--- config.mk ---
export PLATFORM = sky130hd
export DESIGN_NAME = lpm_power_ctrl_flat
export DESIGN_NICKNAME = d
export VERILOG_FILES = /design/src/common/lpm_pkg.sv /design/src/common/lpm_if.sv /design/src/hdl/lpm_power_ctrl.sv /design/src/flat_wrapper.sv
export SDC_FILE = /design/constraint.sdc
export NUM_CORES = 1
export LEC_CHECK = 0
export ABC_AREA = 1
export BUFFER_PORTS_ARGS = -buffer_cell sky130_fd_sc_hd__buf_2
export CORE_AREA = 8 8 302 304
export DETAILED_ROUTE_END_ITERATION = 8
export DIE_AREA = 0 0 310 312
export PLACE_DENSITY = 0.32
export SYNTH_ARGS = -nofsm -noshare
export SYNTH_HDL_FRONTEND = slang
export SYNTH_SLANG_ARGS = --single-unit
export TNS_END_PERCENT = 100
--- constraint.sdc ---
create_clock -name core_clk -period 5.4 [get_ports core_clk]
set_clock_uncertainty 0.15 [all_clocks]
set_input_delay 1.08 -clock core_clk [delete_from_list [all_inputs] [get_ports core_clk]]
set_output_delay 1.08 -clock core_clk [all_outputs]
set_load 0.02 [all_outputs]
--- src/common/lpm_pkg.sv ---
// Package for the low-power mode and module gating controller.
// Assumes one 100 MHz clock and a synchronous, active-high reset.
package lpm_pkg;
	// Clock
	localparam int CLK_PERIOD_NS = 10;

	// Register offsets (byte addresses on the plain register port)
	localparam logic [7:0] OFS_POWER_CONTROL  = 8'h00;
	localparam logic [7:0] OFS_OSC_CONTROL    = 8'h04;
	localparam logic [7:0] OFS_GATE_CONTROL   = 8'h08;
	localparam logic [7:0] OFS_MODE_STATUS    = 8'h0C;
	localparam logic [7:0] OFS_GATE_REG1      = 8'h10;
	localparam logic [7:0] OFS_GATE_STRIDE    = 8'h04;
	localparam int         GATE_REGS          = 7;

	// Field positions
	localparam int POS_LOW_POWER_REG_SEL  = 1;  // power_control_reg
	localparam int POS_DEEP_HALT_SELECT   = 4;  // oscillator_control_reg
	localparam int POS_GATE_WRITE_GUARD   = 11; // module_gate_control_reg
	localparam int POS_RETENTION_REG_CFG  = 2;  // power_on_config_word, active low

	// Reset values
	localparam logic       RST_LOW_POWER_REG_SEL = 1'b0;
	localparam logic       RST_DEEP_HALT_SELECT  = 1'b0;
	localparam logic       RST_GATE_WRITE_GUARD  = 1'b0;
	localparam logic [31:0] RST_GATE_REG         = 32'h0000_0000;

	// Implemented gate bits per register; all others read zero
	localparam logic [GATE_REGS-1:0][31:0] GATE_IMPL_MASK = {
		32'h0000_0010,  // reg7: dma
		32'h0000_0101,  // reg6: calendar clock, ref clock output
		32'h0107_0707,  // reg5: uart 1-3, spi 1-3, i2c 1-3, usb
		32'h0000_0007,  // reg4: timer 1-3
		32'h0001_FF00,  // reg3: capture/compare 1-9
		32'h0F00_0007,  // reg2: comparators 1-3, logic cells 1-4
		32'h0010_1001   // reg1: converter, voltage reference, voltage detect
	};

	// Gated peripherals that keep clocks in retention sleep
	localparam logic [GATE_REGS-1:0][31:0] RETAIN_KEEP_MASK = {
		32'h0000_0000, 32'h0000_0101, 32'h0000_0000, 32'h0000_0001,
		32'h0000_0000, 32'h0000_0000, 32'h0000_0000
	};

	// Gated peripherals that keep clocks in ordinary sleep
	localparam logic [GATE_REGS-1:0][31:0] SLEEP_KEEP_MASK = {
		32'h0000_0000, 32'h0000_0101, 32'h0000_0001, 32'h0000_0001,
		32'h0000_0000, 32'h0000_0000, 32'h0000_0001
	};

	// Pin output rate limit in retention: half period of a 33 kHz output
	localparam int PIN_MIN_HALF_PERIOD_NS = 15152;
	localparam int PIN_MIN_HALF_CYCLES    = (PIN_MIN_HALF_PERIOD_NS + CLK_PERIOD_NS - 1) / CLK_PERIOD_NS;

	// Operating modes
	typedef enum logic [1:0] {LPM_RUN, LPM_IDLE, LPM_SLEEP, LPM_RETAIN} lpm_mode_t;
endpackage

--- src/common/lpm_if.sv ---
// Interface joining the power controller to the CPU and peripherals.
// Assumes both ends run on the same core_clk.
`timescale 1ns/1ps
interface lpm_if;
	import lpm_pkg::*;
	logic [7:0]                 sw_addr;
	logic [31:0]                sw_wdata;
	logic                       sw_we;
	logic                       sw_re;
	logic [31:0]                sw_rdata;
	logic                       unlock_active;
	logic [31:0]                config_word;
	logic                       wait_req;
	logic [2:0]                 cpu_prio;
	logic                       irq_valid;
	logic [2:0]                 irq_prio;
	logic                       wdt_timeout;
	logic                       master_clear_pin;
	logic [GATE_REGS-1:0][31:0] halt_in_idle;
	logic                       cpu_halt;
	logic                       por_req;
	lpm_mode_t                  mode;
	logic [GATE_REGS-1:0][31:0] clk_en;
	logic [GATE_REGS-1:0][31:0] reg_wr_en;

	modport dev (
		input  sw_addr, sw_wdata, sw_we, sw_re, unlock_active, config_word, wait_req, cpu_prio,
		       irq_valid, irq_prio, wdt_timeout, master_clear_pin, halt_in_idle,
		output sw_rdata, cpu_halt, por_req, mode, clk_en, reg_wr_en
	);
	modport cpu (
		output sw_addr, sw_wdata, sw_we, sw_re, unlock_active, config_word, wait_req, cpu_prio,
		       irq_valid, irq_prio, wdt_timeout, master_clear_pin, halt_in_idle,
		input  sw_rdata, cpu_halt, por_req, mode, clk_en, reg_wr_en
	);
endinterface

--- src/hdl/lpm_power_ctrl.sv ---
// Power mode controller and per-peripheral clock gating with write guard.
// Assumes registers are reached through lpm_if; the unlock sequence is
// resolved outside and arrives as a level.
`timescale 1ns/1ps
module lpm_power_ctrl
	import lpm_pkg::*;
(
	// Clock and reset
	input  wire logic core_clk,
	input  wire logic reset,
	// Link to CPU and peripherals
	lpm_if.dev        link
);
	// Register state
	logic                       lp_sel_q, lp_sel_d;
	logic                       deep_halt_q, deep_halt_d;
	logic                       guard_q, guard_d;
	logic [GATE_REGS-1:0][31:0] gate_q, gate_d;
	logic [31:0]                rdata_q, rdata_d;

	// Mode state
	lpm_mode_t                  mode_q, mode_d;
	logic                       halt_q, halt_d;
	logic                       por_q, por_d;
	logic [GATE_REGS-1:0][31:0] clk_en_q, clk_en_d;
	logic [GATE_REGS-1:0][31:0] wr_en_q, wr_en_d;

	// Decoded wake sources
	logic wake_irq;
	logic wake_low_irq;
	logic retain_ok;

	assign wake_irq     = link.irq_valid && (link.irq_prio > link.cpu_prio);
	assign wake_low_irq = link.irq_valid && !(link.irq_prio > link.cpu_prio);
	assign retain_ok    = !link.config_word[POS_RETENTION_REG_CFG] && lp_sel_q;

	// Register writes and read data; reads answer one cycle later
	always_comb begin
		int idx;
		idx         = 0;
		lp_sel_d    = lp_sel_q;
		deep_halt_d = deep_halt_q;
		guard_d     = guard_q;
		gate_d      = gate_q;
		rdata_d     = 32'h0000_0000;
		if (link.sw_we) begin
			case (link.sw_addr)
				OFS_POWER_CONTROL: begin
					lp_sel_d = link.sw_wdata[POS_LOW_POWER_REG_SEL];
				end
				OFS_OSC_CONTROL: begin
					if (link.unlock_active) begin
						deep_halt_d = link.sw_wdata[POS_DEEP_HALT_SELECT];
					end
				end
				OFS_GATE_CONTROL: begin
					// Guarded writes fall through silently
					if (link.unlock_active) begin
						guard_d = link.sw_wdata[POS_GATE_WRITE_GUARD];
					end
				end
				default: begin
					for (int r = 0; r < GATE_REGS; r++) begin
						if (link.sw_addr == OFS_GATE_REG1 + 8'(r) * OFS_GATE_STRIDE && !guard_q) begin
							gate_d[r] = link.sw_wdata & GATE_IMPL_MASK[r];
						end
					end
				end
			endcase
		end
		if (link.sw_re) begin
			case (link.sw_addr)
				OFS_POWER_CONTROL: rdata_d[POS_LOW_POWER_REG_SEL] = lp_sel_q;
				OFS_OSC_CONTROL:   rdata_d[POS_DEEP_HALT_SELECT]  = deep_halt_q;
				OFS_GATE_CONTROL:  rdata_d[POS_GATE_WRITE_GUARD]  = guard_q;
				OFS_MODE_STATUS:   rdata_d = {30'h0000_0000, mode_q};
				default: begin
					// Unmapped addresses read zero
					for (int r = 0; r < GATE_REGS; r++) begin
						if (link.sw_addr == OFS_GATE_REG1 + 8'(r) * OFS_GATE_STRIDE) begin
							idx     = r;
							rdata_d = gate_q[idx];
						end
					end
				end
			endcase
		end
	end

	// Register storage
	always_ff @(posedge core_clk) begin
		if (reset) begin
			lp_sel_q    <= RST_LOW_POWER_REG_SEL;
			deep_halt_q <= RST_DEEP_HALT_SELECT;
			guard_q     <= RST_GATE_WRITE_GUARD;
			gate_q      <= {GATE_REGS{RST_GATE_REG}};
			rdata_q     <= 32'h0000_0000;
		end else begin
			lp_sel_q    <= lp_sel_d;
			deep_halt_q <= deep_halt_d;
			guard_q     <= guard_d;
			gate_q      <= gate_d;
			rdata_q     <= rdata_d;
		end
	end

	// Mode sequencing on halt and wake events
	always_comb begin
		mode_d = mode_q;
		por_d  = 1'b0;
		case (mode_q)
			LPM_RUN: begin
				if (link.wait_req) begin
					if (!deep_halt_q) begin
						mode_d = LPM_IDLE;
					end else if (retain_ok) begin
						mode_d = LPM_RETAIN;
					end else begin
						mode_d = LPM_SLEEP;
					end
				end
			end
			LPM_IDLE: begin
				// Low-priority interrupts leave the CPU halted
				if (wake_irq || link.wdt_timeout) begin
					mode_d = LPM_RUN;
				end
			end
			LPM_SLEEP: begin
				if (wake_irq || link.wdt_timeout) begin
					mode_d = LPM_RUN;
				end else if (wake_low_irq) begin
					mode_d = LPM_IDLE;
				end
			end
			LPM_RETAIN: begin
				if (link.master_clear_pin) begin
					mode_d = LPM_RUN;
					por_d  = 1'b1;
				end else if (wake_irq || link.wdt_timeout) begin
					mode_d = LPM_RUN;
				end
			end
			default: begin
				mode_d = LPM_RUN;
			end
		endcase
		halt_d = (mode_d != LPM_RUN);
	end

	// Clock and register-access enables per gated peripheral
	always_comb begin
		for (int r = 0; r < GATE_REGS; r++) begin
			wr_en_d[r] = GATE_IMPL_MASK[r] & ~gate_d[r];
			case (mode_d)
				LPM_RUN:    clk_en_d[r] = wr_en_d[r];
				LPM_IDLE:   clk_en_d[r] = wr_en_d[r] & ~link.halt_in_idle[r];
				LPM_SLEEP:  clk_en_d[r] = wr_en_d[r] & SLEEP_KEEP_MASK[r];
				LPM_RETAIN: clk_en_d[r] = wr_en_d[r] & RETAIN_KEEP_MASK[r];
				default:    clk_en_d[r] = 32'h0000_0000;
			endcase
		end
	end

	// Mode registers; reset itself ends every low-power mode
	always_ff @(posedge core_clk) begin
		if (reset) begin
			mode_q   <= LPM_RUN;
			halt_q   <= 1'b0;
			por_q    <= 1'b0;
			clk_en_q <= {GATE_REGS{32'h0000_0000}};
			wr_en_q  <= {GATE_REGS{32'h0000_0000}};
		end else begin
			mode_q   <= mode_d;
			halt_q   <= halt_d;
			por_q    <= por_d;
			clk_en_q <= clk_en_d;
			wr_en_q  <= wr_en_d;
		end
	end

	// Outputs straight from flops
	assign link.sw_rdata  = rdata_q;
	assign link.cpu_halt  = halt_q;
	assign link.por_req   = por_q;
	assign link.mode      = mode_q;
	assign link.clk_en    = clk_en_q;
	assign link.reg_wr_en = wr_en_q;
endmodule

--- src/flat_wrapper.sv ---
// flat-port wrapper written by rule: the top's interface ports become plain ports
module lpm_power_ctrl_flat import lpm_pkg::*;
  (core_clk, reset, link_sw_addr, link_sw_wdata, link_sw_we, link_sw_re, link_unlock_active, link_config_word, link_wait_req, link_cpu_prio, link_irq_valid, link_irq_prio, link_wdt_timeout, link_master_clear_pin, link_halt_in_idle, link_sw_rdata, link_cpu_halt, link_por_req, link_mode, link_clk_en, link_reg_wr_en);
  lpm_if link_i ();
  input  wire logic core_clk;
  input  wire logic reset;
  input wire logic [$bits(link_i.sw_addr)-1:0] link_sw_addr;
  input wire logic [$bits(link_i.sw_wdata)-1:0] link_sw_wdata;
  input wire logic [$bits(link_i.sw_we)-1:0] link_sw_we;
  input wire logic [$bits(link_i.sw_re)-1:0] link_sw_re;
  input wire logic [$bits(link_i.unlock_active)-1:0] link_unlock_active;
  input wire logic [$bits(link_i.config_word)-1:0] link_config_word;
  input wire logic [$bits(link_i.wait_req)-1:0] link_wait_req;
  input wire logic [$bits(link_i.cpu_prio)-1:0] link_cpu_prio;
  input wire logic [$bits(link_i.irq_valid)-1:0] link_irq_valid;
  input wire logic [$bits(link_i.irq_prio)-1:0] link_irq_prio;
  input wire logic [$bits(link_i.wdt_timeout)-1:0] link_wdt_timeout;
  input wire logic [$bits(link_i.master_clear_pin)-1:0] link_master_clear_pin;
  input wire logic [$bits(link_i.halt_in_idle)-1:0] link_halt_in_idle;
  output wire logic [$bits(link_i.sw_rdata)-1:0] link_sw_rdata;
  output wire logic [$bits(link_i.cpu_halt)-1:0] link_cpu_halt;
  output wire logic [$bits(link_i.por_req)-1:0] link_por_req;
  output wire logic [$bits(link_i.mode)-1:0] link_mode;
  output wire logic [$bits(link_i.clk_en)-1:0] link_clk_en;
  output wire logic [$bits(link_i.reg_wr_en)-1:0] link_reg_wr_en;
  assign link_i.sw_addr = link_sw_addr;
  assign link_i.sw_wdata = link_sw_wdata;
  assign link_i.sw_we = link_sw_we;
  assign link_i.sw_re = link_sw_re;
  assign link_i.unlock_active = link_unlock_active;
  assign link_i.config_word = link_config_word;
  assign link_i.wait_req = link_wait_req;
  assign link_i.cpu_prio = link_cpu_prio;
  assign link_i.irq_valid = link_irq_valid;
  assign link_i.irq_prio = link_irq_prio;
  assign link_i.wdt_timeout = link_wdt_timeout;
  assign link_i.master_clear_pin = link_master_clear_pin;
  assign link_i.halt_in_idle = link_halt_in_idle;
  assign link_sw_rdata = link_i.sw_rdata;
  assign link_cpu_halt = link_i.cpu_halt;
  assign link_por_req = link_i.por_req;
  assign link_mode = link_i.mode;
  assign link_clk_en = link_i.clk_en;
  assign link_reg_wr_en = link_i.reg_wr_en;
  lpm_power_ctrl u_core (.core_clk(core_clk), .reset(reset), .link(link_i));
endmodule
==> metrics <==
outcome finished, final reports clean; die height 312 µm; design internal power 0.00278 W; first-pass GRT wire length 49.5 mm; worst rel slew slack 35.0%; part of the power in the clock network 46.0%; Synth Area per Inst 7.99 µm²; CTS Hold Buffers Added 0; Pleak 5.83 nW; crit-path cells buf_2 > nor2_4 > nand3_2 > nor2_8 > nand2_4 > inv_2 > nand2_1 > nand2_2 > nor2_4 > nand3_1 > inv_2; combinational share of power 12.6%; Avg WL per Cell 12.7 µm; leading register cell type out of synthesis dfxtp_1; Synth-to-Final Area Change 14.9%; share of layout cells above drive strength 1 22.2%; top cell type's share of synthesized area 39.3%; post-synthesis sequential area ratio 39.3%; Worst Path Arrival 3.30 ns; Via density 2.82; critical-path cell with the highest stage delay inv_2; CP required 5.68 ns; Pwr Total 0.00390 W; Final setup viols 0; class of the worst hold path reg -> reg; Diodes inserted 0; fin crit period 3.02 ns; DIE WIDTH 310 µm; GRT Total Usage 6.50%; GPL Wtd Cong 0.729; f_max 331 MHz; EDFF count, synth 0; Area contributors post-synth dfxtp_1 39%, buf_4 26%, nand2_1 7.3%, inv_1 4.3%, nor2_1 3.7%; Initial Utilization 12.6%; worst-path maximum fanout 21; CP Launch Type input pin; fillcell total 9983; Yosys reg bits 213; crit end category flip-flop; total CTS buffers 25; Tcrit/Tclk final 55.9%; pin count of the biggest net entering global routing 67; initial antenna violation count 2; Clock Latency Late Sink 0.53 ns; Pwr Density 313 mW/mm²; Die ar. 0.0967 mm²; TNS Setup 0 ns; RSZ-0062 raised after global routing false; final WL 34.3 mm; DRT Pass-1 Iters 5; top-count cell post-synth buf_4; I/O Buffers 180; num rows 108; asr flop ratio synth 0%; Clock Sinks 213; Mapped Area 0.0109 mm²; post-synth cell types 38; GRT Residual Overflow 0; hold slack 0.287 ns; WS Path Type in -> reg; top cells by count, synth 382 x buf_4, 213 x dfxtp_1, 212 x nand2_1; Final Hold Vio Count 0; switching portion of total power 28.7%; Root Driver clkbuf_16; reg-to-reg setup timing slack 3.15 ns; H-tree Lvls 1; vias in the first global route 8145; CTS tree yes; initial drt markers 364; DRC Markers 0; hpwl dp 27.2 mm; Reg power frac 41.4%; Post-DRT Antenna Nets 0; nets 1847; Setup Fix Bufs, Post-CTS 0; vias 7636; CTS resizes 0; maximum clock path buffer count 3; post-synth top area cell dfxtp_1; Max stage delay on crit path 0.51 ns; Worst VDD drop 169 µV; synth warn 0; slew at the pin closest to its max-slew limit 0.975 ns; Synth Instances 1359; I/O pins 795; Sw Pwr 0.00112 W; pre-CTS setup slack 1.77 ns; Max-Cap Viols 0; clock-pin slew on the worst setup and hold paths 0.06 ns; Final Slew Violations 0; Placeable Area 0.0862 mm²; Worst Setup Slack, final 2.38 ns
-- metrics by stage --
step / utilization [%] / instance area [µm²] / cells
after CTS: 14.5 / 12500 / 2706
after detailed placement: 13.5 / 11600 / 2661
final: 14.5 / 12500 / 2706
after global placement: 13.5 / 11600 / 2661
after floorplan: - / 12300 / 1740
after global routing: 14.5 / 12500 / 2706
-- placed cells by master (no fill, tap or decap), drive strengths merged, types with 3 or more instances in the layout --
master / synthesis / layout
buf: 405 / 185
inv: 139 / 141
ha: 3 / 3
a31oi: 6 / 6
o21ai: 49 / 49
a21oi: 35 / 35
nor2: 143 / 143
clkinv: 2 / 8
bufinv: 0 / 4
nand2: 241 / 241
conb: 1 / 382
nor3: 31 / 31
o22ai: 6 / 6
dfxtp: 213 / 213
clkbuf: 14 / 31
nand3: 61 / 61
-- power by group through the flow --
stage	clock [W]	sequential (W)	combinational, W
after floorplan	0	0.00170	0.000537
after global placement	0	0.00165	0.000481
after detailed placement	0	0.00165	0.000481
after CTS	0.00186	0.00162	0.000482
after global routing	0.00193	0.00162	0.000530
final	0.00179	0.00162	0.000491
-- final timing paths --
path                                             startpoint                                  to  depth (start not counted)
worst max-delay path                        link_sw_addr[1]  u_core.link.clk_en[145]$_SDFF_PP0_                         11
worst min-delay path                              flip-flop                           flip-flop                          2
worst max register to register  u_core.guard_q$_SDFFE_PP0P_  u_core.link.clk_en[145]$_SDFF_PP0_                         10
worst min register to register                    flip-flop                           flip-flop                          2
-- worst max-delay path: cells and delay by family --
kind          cells  cell delay (ns)
buf+inv           3             0.68
simple gates      8             1.51
-- routing by layer --
metal | wire [µm] | track usage [%]
met3 | 2680 | 1.64
met1 | 15000 | 8.15
met5 | 0 | 0
met2 | 16100 | 11.2
met4 | 465 | 1.18
-- logic make-up after synthesis --
| logic type | share of synthesized area [%] |
|---|---|
| compound gates | 5.80 |
| fa+ha+maj | 0.346 |
| buf+inv | 33.2 |
| flops | 39.3 |
| other cells | 0.0346 |
| simple gates | 21.3 |
-- layout make-up --
class,count,area (µm²),area share (%)
flip-flops and latches,213,4260,34.2
clock buffers,31,688,5.52
inverters,141,534,4.28
well taps,1155,1450,11.6
multi-input cells,967,4410,35.4
repair buffers,185,941,7.54
clock inverters,14,185,1.48
Note: power is estimated with default switching activity, not from simulation.
